## config.mk

```make
export PLATFORM = sky130hd
export DESIGN_NAME = empd_ext_mem
export DESIGN_NICKNAME = d
export VERILOG_FILES = /design/src/empd_pkg.sv /design/src/empd_ext_mem.sv
export SDC_FILE = /design/constraint.sdc
export NUM_CORES = 1
export LEC_CHECK = 0
export BUFFER_PORTS_ARGS = -buffer_cell sky130_fd_sc_hd__clkbuf_2
export CORE_ASPECT_RATIO = 0.5
export CORE_MARGIN = 4
export CORE_UTILIZATION = 53
export DETAILED_ROUTE_END_ITERATION = 8
export PLACE_DENSITY_LB_ADDON = 0.1
export SLEW_MARGIN = 10
export SYNTH_ARGS = -nofsm -noshare
export SYNTH_HDL_FRONTEND = slang
export SYNTH_SLANG_ARGS = --single-unit
export TNS_END_PERCENT = 50
```

## constraint.sdc

```tcl
create_clock -name aclk -period 3 [get_ports aclk]
set_input_delay 0.3 -clock aclk [delete_from_list [all_inputs] [get_ports aclk]]
set_output_delay 0.3 -clock aclk [all_outputs]
set_load 0.03 [all_outputs]
```

## src/empd_pkg.sv

```systemverilog
package empd_pkg;

	// Register indices; the byte address on the bus is four times the index.
	localparam logic [15:0] EMPD_IDX_PAGE_LO = 16'hC018;
	localparam logic [15:0] EMPD_IDX_PAGE_HI = 16'hC01A;
	localparam logic [15:0] EMPD_IDX_CTRL = 16'hC03A;
	localparam logic [15:0] EMPD_IDX_UPPER = 16'hC03C;
	localparam logic [15:0] EMPD_IDX_STATUS = 16'hC03E;
	localparam int EMPD_AXI_AW = 18;

	// Bus control fields.
	localparam int EMPD_CTRL_WS_LSB = 0;
	localparam int EMPD_CTRL_WS_W = 3;
	localparam int EMPD_CTRL_RAM_MERGE = 3;
	localparam int EMPD_CTRL_ROM_MERGE = 4;
	localparam int EMPD_CTRL_WIDE = 5;
	localparam int EMPD_UPPER_EN = 0;

	// Values after reset.
	localparam logic [15:0] EMPD_CTRL_RST = 16'h0007;
	localparam logic [15:0] EMPD_PAGE_RST = 16'h0000;
	localparam logic [15:0] EMPD_UPPER_RST = 16'h0000;

	// Processor address ranges.
	localparam logic [15:0] EMPD_RAM_LO = 16'h4000;
	localparam logic [15:0] EMPD_RAM_HI = 16'h7FFF;
	localparam logic [15:0] EMPD_WIN_LO = 16'h8000;
	localparam logic [15:0] EMPD_WIN_HI = 16'hBFFF;
	localparam logic [15:0] EMPD_HOLE_LO = 16'hC000;
	localparam logic [15:0] EMPD_HOLE_HI = 16'hC0FF;
	localparam logic [15:0] EMPD_ROM_LO = 16'hC100;
	localparam logic [15:0] EMPD_ROM_HI = 16'hDFFF;
	localparam logic [15:0] EMPD_DMA_MASK = 16'h7FFF;

	// Timing: one wait state lasts one processor cycle, rounded up to our clock.
	localparam int EMPD_CLK_PERIOD_NS = 25;
	localparam int EMPD_WS_STEP_NS = 21;
	localparam int EMPD_WS_STEP_CYC_RAW = (EMPD_WS_STEP_NS + EMPD_CLK_PERIOD_NS - 1)
		/ EMPD_CLK_PERIOD_NS;
	localparam int EMPD_WS_STEP_CYC = (EMPD_WS_STEP_CYC_RAW < 1) ? 1 : EMPD_WS_STEP_CYC_RAW;
	localparam logic [2:0] EMPD_WS_MIN = 3'h1;
	// Cycles that the pin word needs to cross the two-stage synchroniser.
	localparam logic [3:0] EMPD_SYNC_CYC = 4'h2;

	// Bus answers.
	localparam logic [1:0] EMPD_RESP_OKAY = 2'h0;
	localparam logic [1:0] EMPD_RESP_SLVERR = 2'h2;

	typedef enum logic [1:0] {
		EMPD_IDLE = 2'b00,
		EMPD_STROBE = 2'b01,
		EMPD_DONE = 2'b10
	} empd_state_e;

endpackage

```

## src/empd_ext_mem.sv

```systemverilog
// The AXI4-Lite slave port was left to the implementer.
`timescale 1ns/10ps
module empd_ext_mem
	import empd_pkg::*;
(
	// Clock and reset.
	input wire logic aclk,
	input wire logic aresetn,
	// AXI4-Lite register slave.
	input wire logic [EMPD_AXI_AW-1:0] s_axi_awaddr,
	input wire logic s_axi_awvalid,
	output logic s_axi_awready,
	input wire logic [31:0] s_axi_wdata,
	input wire logic [3:0] s_axi_wstrb,
	input wire logic s_axi_wvalid,
	output logic s_axi_wready,
	output logic [1:0] s_axi_bresp,
	output logic s_axi_bvalid,
	input wire logic s_axi_bready,
	input wire logic [EMPD_AXI_AW-1:0] s_axi_araddr,
	input wire logic s_axi_arvalid,
	output logic s_axi_arready,
	output logic [31:0] s_axi_rdata,
	output logic [1:0] s_axi_rresp,
	output logic s_axi_rvalid,
	input wire logic s_axi_rready,
	// Processor access port.
	input wire logic cpu_req,
	input wire logic cpu_we,
	input wire logic [15:0] cpu_addr,
	input wire logic [15:0] cpu_wdata,
	input wire logic [1:0] cpu_be,
	output logic cpu_ack,
	output logic [15:0] cpu_rdata,
	output logic cpu_ext,
	// DMA address aliasing.
	input wire logic [15:0] dma_addr,
	output logic [15:0] dma_int_addr,
	// External memory pins.
	output logic [18:1] ext_addr,
	output logic low_byte_enable_n,
	output logic high_byte_enable_n,
	output logic read_strobe_n,
	output logic write_strobe_n,
	output logic paged_window_select_n,
	output logic ram_chip_select_n,
	output logic rom_chip_select_n,
	input wire logic [15:0] ext_data_in,
	output logic [15:0] ext_data_out,
	output logic ext_data_oe
);

	// Inclusive range test, shared by every chip-select decode.
	function automatic logic in_range(input logic [15:0] a, input logic [15:0] lo,
		input logic [15:0] hi);
		in_range = (a >= lo) && (a <= hi);
	endfunction

	// Byte-lane merge of a 16-bit register with bus write data.
	function automatic logic [15:0] lane_merge(input logic [15:0] old,
		input logic [31:0] data, input logic [3:0] strb);
		lane_merge = {strb[1] ? data[15:8] : old[15:8], strb[0] ? data[7:0] : old[7:0]};
	endfunction

	// Registers and state.
	logic [15:0] page_lo_q;
	logic [15:0] page_hi_q;
	logic [15:0] ctrl_q;
	logic [15:0] upper_q;
	empd_state_e state_q;
	logic [3:0] cnt_q;
	logic [15:0] addr_q;
	logic we_q;
	logic ack_ext_q;
	logic [15:0] rdata_q;
	logic [15:0] din_meta_q;
	logic [15:0] din_sync_q;
	logic [EMPD_AXI_AW-1:0] aw_q;
	logic aw_full_q;
	logic [31:0] wd_q;
	logic [3:0] ws_q;
	logic w_full_q;
	logic bvalid_q;
	logic [1:0] bresp_q;
	logic rvalid_q;
	logic [31:0] rd_q;
	logic [1:0] rresp_q;
	logic [18:1] ext_addr_q;
	logic lbe_n_q;
	logic hbe_n_q;
	logic rd_n_q;
	logic wr_n_q;
	logic xsel_n_q;
	logic ramsel_n_q;
	logic romsel_n_q;
	logic [15:0] dout_q;
	logic oe_q;
	logic [15:0] dma_q;

	// Control fields seen by the access engine.
	wire [2:0] ws_field = ctrl_q[EMPD_CTRL_WS_LSB +: EMPD_CTRL_WS_W];
	wire ram_merge = ctrl_q[EMPD_CTRL_RAM_MERGE];
	wire rom_merge = ctrl_q[EMPD_CTRL_ROM_MERGE];
	wire wide = ctrl_q[EMPD_CTRL_WIDE];
	wire upper_en = upper_q[EMPD_UPPER_EN];

	// Chip-select decode of the requested address; the hole matches no select.
	wire in_hole = in_range(cpu_addr, EMPD_HOLE_LO, EMPD_HOLE_HI);
	wire dec_xmem = in_range(cpu_addr, EMPD_WIN_LO, EMPD_WIN_HI);
	wire dec_ram = in_range(cpu_addr, EMPD_RAM_LO, EMPD_RAM_HI)
		|| (ram_merge && in_range(cpu_addr, EMPD_RAM_LO, EMPD_WIN_HI));
	wire dec_rom = in_range(cpu_addr, EMPD_ROM_LO, EMPD_ROM_HI)
		|| (rom_merge && in_range(cpu_addr, EMPD_WIN_LO, EMPD_ROM_HI) && !in_hole);
	wire dec_ext = dec_xmem || dec_ram || dec_rom;

	// Strobe length: one base cycle plus at least one wait state, each one cycle long.
	wire [2:0] ws_eff = (ws_field < EMPD_WS_MIN) ? EMPD_WS_MIN : ws_field;
	wire [3:0] strobe_cyc = 4'(1 + int'(ws_eff) * EMPD_WS_STEP_CYC);

	// Pin address: the window bank register replaces the upper bits inside 0x8000-0xBFFF.
	wire [15:0] page_sel = cpu_addr[13] ? page_hi_q : page_lo_q;
	wire [18:13] upper_bits = dec_xmem ? page_sel[5:0] : {3'h0, cpu_addr[15:13]};
	wire [18:15] forced_top = upper_en ? upper_bits[18:15] : 4'hF;
	wire [18:1] addr_next = {forced_top, upper_bits[14:13], cpu_addr[12:1]};

	// Byte lanes: two enables when wide, low enable carries A0 when narrow.
	wire lbe_next = wide ? ~cpu_be[0] : cpu_addr[0];
	wire hbe_next = wide ? ~cpu_be[1] : 1'b1;
	wire [15:0] dout_next = wide ? cpu_wdata
		: {8'h00, cpu_addr[0] ? cpu_wdata[15:8] : cpu_wdata[7:0]};
	wire [15:0] rd_capture = wide ? din_sync_q
		: (addr_q[0] ? {din_sync_q[7:0], 8'h00} : {8'h00, din_sync_q[7:0]});

	// Access engine; it runs from reset on, so boot code can fetch at once.
	// The count runs two cycles past the strobe's rise, so the word seen at that rise
	// has crossed the synchroniser before it is taken; a short strobe would otherwise
	// hand back the word from before the access.
	wire start = (state_q == EMPD_IDLE) && cpu_req;
	wire strobe_end = (state_q == EMPD_STROBE) && (cnt_q == EMPD_SYNC_CYC + 4'h1);
	wire last_cyc = (state_q == EMPD_STROBE) && (cnt_q == 4'h1);
	always_ff @(posedge aclk)
	begin
		if (!aresetn)
		begin
			state_q <= EMPD_IDLE;
			cnt_q <= 4'h0;
		end
		else
		begin
			case (state_q)
				EMPD_IDLE:
				begin
					if (cpu_req)
						state_q <= dec_ext ? EMPD_STROBE : EMPD_DONE;
					cnt_q <= 4'(strobe_cyc + EMPD_SYNC_CYC);
				end
				EMPD_STROBE:
				begin
					cnt_q <= cnt_q - 4'h1;
					if (cnt_q == 4'h1)
						state_q <= EMPD_DONE;
				end
				EMPD_DONE: state_q <= EMPD_IDLE;
				default: state_q <= EMPD_IDLE;
			endcase
		end
	end

	// Request capture and answer data; the read word is the one seen at the strobe's rise.
	always_ff @(posedge aclk)
	begin
		if (!aresetn)
		begin
			addr_q <= 16'h0000;
			we_q <= 1'b0;
			ack_ext_q <= 1'b0;
			rdata_q <= 16'h0000;
		end
		else if (start)
		begin
			addr_q <= cpu_addr;
			we_q <= cpu_we;
			ack_ext_q <= dec_ext;
			rdata_q <= 16'h0000;
		end
		else if (last_cyc && !we_q)
			rdata_q <= rd_capture;
	end

	// Pin data is asynchronous; two stages before anything reads it.
	always_ff @(posedge aclk)
	begin
		if (!aresetn)
		begin
			din_meta_q <= 16'h0000;
			din_sync_q <= 16'h0000;
		end
		else
		begin
			din_meta_q <= ext_data_in;
			din_sync_q <= din_meta_q;
		end
	end

	// Pin drivers. Selects stay low while the read word crosses the synchroniser.
	// Strobes are only driven with a select, but the memory should still qualify them.
	always_ff @(posedge aclk)
	begin
		if (!aresetn)
		begin
			ext_addr_q <= {4'hF, 14'h0000};
			lbe_n_q <= 1'b1;
			hbe_n_q <= 1'b1;
			rd_n_q <= 1'b1;
			wr_n_q <= 1'b1;
			xsel_n_q <= 1'b1;
			ramsel_n_q <= 1'b1;
			romsel_n_q <= 1'b1;
			dout_q <= 16'h0000;
			oe_q <= 1'b0;
		end
		else if (start && dec_ext)
		begin
			ext_addr_q <= addr_next;
			lbe_n_q <= lbe_next;
			hbe_n_q <= hbe_next;
			rd_n_q <= cpu_we;
			wr_n_q <= ~cpu_we;
			xsel_n_q <= ~dec_xmem;
			ramsel_n_q <= ~dec_ram;
			romsel_n_q <= ~dec_rom;
			dout_q <= dout_next;
			oe_q <= cpu_we;
		end
		else if (strobe_end)
		begin
			rd_n_q <= 1'b1;
			wr_n_q <= 1'b1;
		end
		else if (state_q == EMPD_DONE)
		begin
			ext_addr_q <= upper_en ? ext_addr_q : {4'hF, ext_addr_q[14:1]};
			lbe_n_q <= 1'b1;
			hbe_n_q <= 1'b1;
			xsel_n_q <= 1'b1;
			ramsel_n_q <= 1'b1;
			romsel_n_q <= 1'b1;
			oe_q <= 1'b0;
		end
	end

	// DMA has no range check: clearing bit 15 folds an external target into internal space.
	always_ff @(posedge aclk)
	begin
		if (!aresetn)
			dma_q <= 16'h0000;
		else
			dma_q <= dma_addr & EMPD_DMA_MASK;
	end

	// AXI4-Lite write path: address and data are taken in either order.
	wire [15:0] aw_idx = aw_q[EMPD_AXI_AW-1:2];
	wire do_write = aw_full_q && w_full_q && !bvalid_q;
	wire aw_mapped = (aw_idx == EMPD_IDX_PAGE_LO) || (aw_idx == EMPD_IDX_PAGE_HI)
		|| (aw_idx == EMPD_IDX_CTRL) || (aw_idx == EMPD_IDX_UPPER)
		|| (aw_idx == EMPD_IDX_STATUS);
	always_ff @(posedge aclk)
	begin
		if (!aresetn)
		begin
			aw_q <= '0;
			aw_full_q <= 1'b0;
			wd_q <= 32'h00000000;
			ws_q <= 4'h0;
			w_full_q <= 1'b0;
			bvalid_q <= 1'b0;
			bresp_q <= EMPD_RESP_OKAY;
		end
		else
		begin
			if (s_axi_awvalid && s_axi_awready)
			begin
				aw_q <= s_axi_awaddr;
				aw_full_q <= 1'b1;
			end
			if (s_axi_wvalid && s_axi_wready)
			begin
				wd_q <= s_axi_wdata;
				ws_q <= s_axi_wstrb;
				w_full_q <= 1'b1;
			end
			if (do_write)
			begin
				aw_full_q <= 1'b0;
				w_full_q <= 1'b0;
				bvalid_q <= 1'b1;
				bresp_q <= aw_mapped ? EMPD_RESP_OKAY : EMPD_RESP_SLVERR;
			end
			else if (bvalid_q && s_axi_bready)
				bvalid_q <= 1'b0;
		end
	end

	// Software-visible registers; the status word is read-only.
	always_ff @(posedge aclk)
	begin
		if (!aresetn)
		begin
			page_lo_q <= EMPD_PAGE_RST;
			page_hi_q <= EMPD_PAGE_RST;
			ctrl_q <= EMPD_CTRL_RST;
			upper_q <= EMPD_UPPER_RST;
		end
		else if (do_write)
		begin
			if (aw_idx == EMPD_IDX_PAGE_LO)
				page_lo_q <= lane_merge(page_lo_q, wd_q, ws_q);
			if (aw_idx == EMPD_IDX_PAGE_HI)
				page_hi_q <= lane_merge(page_hi_q, wd_q, ws_q);
			if (aw_idx == EMPD_IDX_CTRL)
				ctrl_q <= lane_merge(ctrl_q, wd_q, ws_q);
			if (aw_idx == EMPD_IDX_UPPER)
				upper_q <= lane_merge(upper_q, wd_q, ws_q);
		end
	end

	// AXI4-Lite read path: one outstanding read, answer one cycle after the address.
	wire [15:0] ar_idx = s_axi_araddr[EMPD_AXI_AW-1:2];
	wire [15:0] status_word = {11'h000, ack_ext_q, state_q, ~xsel_n_q, ~rd_n_q | ~wr_n_q};
	wire ar_mapped = (ar_idx == EMPD_IDX_PAGE_LO) || (ar_idx == EMPD_IDX_PAGE_HI)
		|| (ar_idx == EMPD_IDX_CTRL) || (ar_idx == EMPD_IDX_UPPER)
		|| (ar_idx == EMPD_IDX_STATUS);
	wire [15:0] ar_word = (ar_idx == EMPD_IDX_PAGE_LO) ? page_lo_q
		: (ar_idx == EMPD_IDX_PAGE_HI) ? page_hi_q
		: (ar_idx == EMPD_IDX_CTRL) ? ctrl_q
		: (ar_idx == EMPD_IDX_UPPER) ? upper_q
		: (ar_idx == EMPD_IDX_STATUS) ? status_word : 16'h0000;
	always_ff @(posedge aclk)
	begin
		if (!aresetn)
		begin
			rvalid_q <= 1'b0;
			rd_q <= 32'h00000000;
			rresp_q <= EMPD_RESP_OKAY;
		end
		else if (s_axi_arvalid && s_axi_arready)
		begin
			rvalid_q <= 1'b1;
			rd_q <= {16'h0000, ar_word};
			rresp_q <= ar_mapped ? EMPD_RESP_OKAY : EMPD_RESP_SLVERR;
		end
		else if (rvalid_q && s_axi_rready)
			rvalid_q <= 1'b0;
	end

	// Port drive.
	assign s_axi_awready = !aw_full_q && !bvalid_q;
	assign s_axi_wready = !w_full_q && !bvalid_q;
	assign s_axi_bvalid = bvalid_q;
	assign s_axi_bresp = bresp_q;
	assign s_axi_arready = !rvalid_q;
	assign s_axi_rvalid = rvalid_q;
	assign s_axi_rdata = rd_q;
	assign s_axi_rresp = rresp_q;
	assign cpu_ack = (state_q == EMPD_DONE);
	assign cpu_rdata = rdata_q;
	assign cpu_ext = ack_ext_q;
	assign dma_int_addr = dma_q;
	assign ext_addr = ext_addr_q;
	assign low_byte_enable_n = lbe_n_q;
	assign high_byte_enable_n = hbe_n_q;
	assign read_strobe_n = rd_n_q;
	assign write_strobe_n = wr_n_q;
	assign paged_window_select_n = xsel_n_q;
	assign ram_chip_select_n = ramsel_n_q;
	assign rom_chip_select_n = romsel_n_q;
	assign ext_data_out = dout_q;
	assign ext_data_oe = oe_q;

	// Helper: strobe length and the length expected when the access started.
	logic [3:0] slen_q;
	logic [3:0] sexp_q;
	always_ff @(posedge aclk)
	begin
		if (!aresetn)
		begin
			slen_q <= 4'h0;
			sexp_q <= 4'h0;
		end
		else
		begin
			slen_q <= (!rd_n_q || !wr_n_q) ? slen_q + 4'h1 : 4'h0;
			if (start)
				sexp_q <= strobe_cyc;
		end
	end
endmodule

```

**Word-level counts from Yosys, hierarchy flattened**

Index checks and enable logic that the tools add are counted.

- Input port bits: 147
- Output and inout port bits: 117
- Bits in registers: 239
- Logic and storage cells: 183

- Bitwise operators: 11
- Mux-type cells: 43
- Order comparisons: 9
- Equality and inequality tests: 18
- Add/sub/neg operators: 3
- Reduce and logical (&&, ||, !) cells: 60

Operators by type and width:

| kind | number |
|---|---|
| $eq A16 B16 Y1 const B | 10 |
| $mux W16 | 7 |
| $mux W18 | 4 |
| $ge A16 B16 Y1 const B | 3 |
| $le A16 B16 Y1 const B | 3 |
| $reduce_and A3 Y1 | 9 |
| $logic_and A1 B1 Y1 | 23 |
| $mux W1 | 19 |
| $ge A16 B15 Y1 const B | 1 |
| $le A16 B15 Y1 const B | 1 |
| $logic_or A1 B1 Y1 | 12 |
| $mux W6 | 2 |
| $mux W2 | 5 |
| $not A1 Y1 | 10 |
| $reduce_bool A2 Y1 | 5 |
| $mux W8 | 1 |
| $pmux W4 S2 | 1 |
| $logic_not A1 Y1 | 6 |
| $ne A2 B1 Y1 const B | 3 |
| $mux W5 | 1 |
| $add A1 B3 Y4 const A | 1 |
| $add A4 B2 Y4 const B | 1 |
| $eq A4 B1 Y1 const B | 1 |
| $eq A4 B2 Y1 const B | 1 |
| other kinds (12) | 14 |

**Logic depth before layout (Yosys ltp)**

- Depth after elaboration: 9
- Depth in mapped cells: 11
- Gate-level depth less buffers: 7

**Least setup slack after synthesis**

No wires, ideal clock.

- Kind: input-to-reg
- Start point: input cpu_addr[14]
- End point: register ext_addr_q (netlist bit ext_addr[10])
- Data required time: 2.928 ns
- Arrival time: 2.151 ns
- Path slack: 0.778 ns
- Stages: 11
- Library setup time: 0.072 ns
- Buffers on the path: 4
- Path through: inv_1 -> ha_1 -> nand4b_1 -> or4_1 -> buf_2 -> and2_1 -> buf_6 -> a21oi_4 -> buf_6 -> buf_12 -> mux2i_1

- Cells in the longest elaborated chain, start to end: 8

Ends and longest elaborated chain:

| what | line | text |
|---|---|---|
| start: declaration | empd_ext_mem.sv:30 | `input wire logic [15:0] cpu_addr,` |
| $ge A16 B15 Y1, or another cell as far along | empd_ext_mem.sv:56 | `in_range = (a >= lo) && (a <= hi);` |
| $logic_and A1 B1 Y1 | empd_ext_mem.sv:56 |  |
| $logic_and A1 B1 Y1, or another cell as far along | empd_ext_mem.sv:111 | `\|\| (ram_merge && in_range(cpu_addr, EMPD_RAM_LO, EMPD_WIN_HI));` |
| $logic_or A1 B1 Y1 / $logic_and A1 B1 Y1 (equally long branches) | empd_ext_mem.sv:111, empd_ext_mem.sv:113 |  |
| $logic_or A1 B1 Y1 (on tied branches) | empd_ext_mem.sv:114, empd_ext_mem.sv:113 |  |
| $logic_or A1 B1 Y1 * | empd_ext_mem.sv:114 | `wire dec_ext = dec_xmem \|\| dec_ram \|\| dec_rom;` |
| $logic_and A1 B1 Y1 * | empd_ext_mem.sv:222 | `else if (start && dec_ext)` |
| $mux W18 | empd_ext_mem.sv:222 |  |
| end signal: assignment | empd_ext_mem.sv:211 | `ext_addr_q <= {4'hF, 14'h0000};` |
| end signal: assignment | empd_ext_mem.sv:224 | `ext_addr_q <= addr_next;` |
| end signal: assignment | empd_ext_mem.sv:242 | `ext_addr_q <= upper_en ? ext_addr_q : {4'hF, ext_addr_q[14:1]};` |
| end: declaration | empd_ext_mem.sv:88 | `logic [18:1] ext_addr_q;` |

Mark *: on every way between the ends. The rest lies on a longest branch, timed or not.
A chain may end at the register's enable or synchronous reset.

**Final worst setup path**

- Start point: register state_q[1]
- End point: output cpu_ack

- Cells in the longest elaborated chain, start to end: 1

Ends and longest elaborated chain:

| what | line | text |
|---|---|---|
| start: declaration | empd_ext_mem.sv:70 | `empd_state_e state_q;` |
| start signal: assignment | empd_ext_mem.sv:154 | `state_q <= dec_ext ? EMPD_STROBE : EMPD_DONE;` |
| $eq A2 B2 Y1 | empd_ext_mem.sv:365 | `assign cpu_ack = (state_q == EMPD_DONE);` |
| end: declaration | empd_ext_mem.sv:33 | `output logic cpu_ack,` |

Every way passes these cells.

==> results_dict.tcl <==
set metrics [dict create \
    placement.io_buffers 221 \
    cts_tree "yes" \
    vias_per_cell 5.33 \
    clk_latency_ns 0.49 \
    drt_iter0_markers 481 \
    cts_buffer_depth 3 \
    die_y_microns 105 \
    synth_fa_ha_area_share_pct 1.00 \
    p_total_w 0.00675 \
    synth_edf_count 0 \
    fp.dieW_microns 202 \
    synth_top_cell_area_share_pct 46.9 \
    antenna_left 0 \
    arrival_ns 2.05 \
    power_density_nw_per_um2 567 \
    syn_area_sq_um 9990 \
    max_freq_ghz 0.426 \
    place_congestion 0.802 \
    grt_max_degree 134 \
    worstMarginPinSlew_ns 0.889 \
    fin_setup_tns_ns 0 \
    wl_per_cell_microns 16.1 \
    ys_types 57 \
    fin_crit_sh_pct 78.2 \
    synth_flop_cell "dfxtp_1" \
    crit_type "reg -> out" \
    min_path_type "in -> reg" \
    max_stage_delay_ns 0.63 \
    route.detailed.drc 0 \
    grtUsageTotal_pct 22.5 \
    yosys-mux-area-fraction_pct 11.5 \
    synth.area.top_cells "dfxtp_1 (47%), mux2i_1 (11%), nand2_1 (5.8%)" \
    hold_viol 0 \
    synth.largest_area_cell "dfxtp_1" \
    nets 1434 \
    crit_path_start_kind "flop" \
    skew_ns 0.00572 \
    area_delta_synth_final_pct 19.3 \
    netlist_instances 1088 \
    critical_path.max_fanout 13 \
    synth_xor_area_share_pct 0.0877 \
    clk_pin_slew_ns 0.06 \
    overflow 0 \
    holdWs_ns 0.0192 \
    slew_headroom_pct 40.4 \
    async_flop_share_pct 0 \
    synth_top_family_by_area "simple AND/OR/NAND/NOR gates" \
    finalWirelength_microns 24900 \
    ios 264 \
    numCtsBuffers 21 \
    required_ns 2.70 \
    drive_gt1_share_pct 21.9 \
    leakagePower_nw 5.39 \
    cts_root_buf "clkbuf_16" \
    crit_family "simple AND/OR/NAND/NOR gates" \
    post_cts_buffers 0 \
    maxSlewViolCount 0 \
    end_kind "primary output" \
    min_period_ns 2.35 \
    firstDrtPassIters 5 \
    status "finished clean" \
    grt_pass1_wl_microns 40300 \
    vdd_drop_max_mv 0.374 \
    ys_ff_latch 234 \
    dieArea_sq_um 21200 \
    vias 8245 \
    cts_sinks 234 \
    crit_chain "nor2b_1, clkbuf_2" \
    n_antenna_cell 0 \
    h-tree-depth 1 \
    synth-compound-area-share_pct 13.3 \
    start_util_pct 54.2 \
    cap_violations 0 \
    dpl.hpwl_microns 17500 \
    seq_area_frac_synth_pct 46.9 \
    core_area_sq_um 18400 \
    grt_pass1_vias 8033 \
    syn_area_per_cell_sq_um 9.18 \
    cp_slowest_cell "nor2b_1" \
    synthSimpleGateAreaFrac_pct 21.8 \
    yosys_warnings 0 \
    critPathBufInv 1 \
    rows 35 \
    antenna_found_initial 0 \
    setup_viol 0 \
    rsz0062_at_grt "false" \
]
what timing repair did:
item | in CTS | in global routing
gates resized for setup | 0 | 0
hold endpoints to repair | 4 | 0
setup endpoints to repair | 0 | 0
hold buffers | 4 | 0
cell usage after synthesis, types with 3 or more instances:
cell       number
nand4_1        14
o211a_1         8
nand2b_1        6
o31ai_1         6
o32ai_1         6
a221oi_1        8
mux2_2          3
o211ai_1        9
ha_1            8
nor2_1         37
buf_1           4
inv_1          21
buf_4          20
and2_1         52
o2bb2ai_1       3
nor3_1         24
nand3_1        24
nor4_1          9
or3_1           3
o21a_1          3
o221ai_1        5
dfxtp_1       234
nand2_1       155
nor4b_1         4
a21boi_0       44
o21ai_1         3
a211oi_1        5
a21oi_1        39
buf_2           5
o311ai_0        3
and4_1         11
nor2b_1        69
mux2i_1       111
a21boi_1        3
a31oi_1         7
nor3b_1         5
o21ai_0        30
clkbuf_1       62
through the flow:
| step | worst slack (ns) | util, % | area (sq um) | instances |
|---|---|---|---|---|
| after detailed placement | 0.389 | 60.7 | 11200 | 1511 |
| after CTS | 0.642 | 64.6 | 11900 | 1548 |
| final | 0.654 | 64.6 | 11900 | 1548 |
| after global placement | 0.446 | 60.7 | 11200 | 1511 |
| after global routing | 0.495 | 64.6 | 11900 | 1548 |
| after floorplan | 0.778 | - | 10100 | 1106 |
report_power, final:
group / internal (W) / switching (W) / total, W
sequential: 0.00322 / 0.0000853 / 0.00331
combinational: 0.000269 / 0.000487 / 0.000756
clock: 0.00155 / 0.00114 / 0.00269
flip-flops by register name (all words and copies together), names as in the netlist, 2 cells and up:
name	flops
page_lo_q	16
din_meta_q	16
ext_data_out	16
wd_q	16
cnt_q	4
page_hi_q	16
dma_int_addr	15
s_axi_rdata	16
aw_q	16
ctrl_q	16
cpu_rdata	16
state_q	2
ws_q	2
upper_q	16
ext_addr	18
din_sync_q	16
routing by layer:
metal,track usage [%],up-vias,wire [microns]
met5,0,-,0
met1,31.0,3903,11900
met4,5.18,0,427
li1,-,4103,-
met3,3.72,35,1170
met2,37.4,204,11400
layout make-up:
class                           count  area, sq um
Sequential cell                   234         4680
Multi-Input combinational cell    757         4830
Tap cell                          259          324
Inverter                           21         78.8
Clock inverter                      7         90.1
Fill cell                        1561         6520
Clock buffer                       26          584
Timing Repair Buffer              244         1320
worst reg2reg max path, stage by stage, from the launching register on:
cell     delay, ns
dfxtp_1       0.31
nor4b_1       0.33
and4_1        0.45
nand4_1       0.61
mux2i_1       0.35
nor2b_1       0.07
placed cells by master (no fill, tap or decap), drive strengths merged, types with 3 or more instances in the layout:
master | synthesis | layout
o31ai | 6 | 6
clkinv | 0 | 3
mux2i | 111 | 111
a221oi | 8 | 8
a211oi | 5 | 5
o211ai | 9 | 9
nand3 | 24 | 24
o311ai | 3 | 3
or3 | 3 | 3
o21a | 3 | 3
nor3b | 5 | 5
nand4 | 14 | 14
a21oi | 40 | 40
nor2b | 69 | 69
nor4 | 10 | 10
inv | 21 | 21
mux2 | 3 | 3
a31oi | 7 | 7
dlygate4sd3 | 0 | 4
nor3 | 24 | 24
o2bb2ai | 3 | 3
clkbuf | 62 | 246
o221ai | 5 | 5
dfxtp | 234 | 234
nand2b | 6 | 6
buf | 32 | 20
nand2 | 155 | 155
and2 | 52 | 52
and4 | 11 | 11
o32ai | 6 | 6
ha | 8 | 8
nor2 | 37 | 37
a21boi | 47 | 47
o211a | 8 | 8
o21ai | 33 | 33
conb | 1 | 19
nor4b | 4 | 4
kinds of logic (layout without fill, tap and decap cells):
| logic type | Yosys count | after routing |
|---|---|---|
| AO/OA/AOI/OAI | 191 | 191 |
| multiplexers | 114 | 114 |
| AND/OR/NAND/NOR | 424 | 424 |
| adder cells (fa/ha/maj) | 8 | 8 |
| XOR/XNOR | 1 | 1 |
| buffers and inverters | 115 | 298 |
| other | 1 | 19 |
| flip-flops | 234 | 234 |
final timing paths:
path | startpoint | endpoint | slack (ns) | cells after the start
max | state_q[1] | cpu_ack | 0.65 | 2
min | dma_addr[9] | dma_int_addr[9] | 0.02 | 2
max reg2reg | aw_q[13] | page_hi_q[10] | 0.76 | 5
min reg2reg | din_meta_q[8] | din_sync_q[8] | 0.43 | 1
Note: power is estimated with default switching activity, not from simulation.
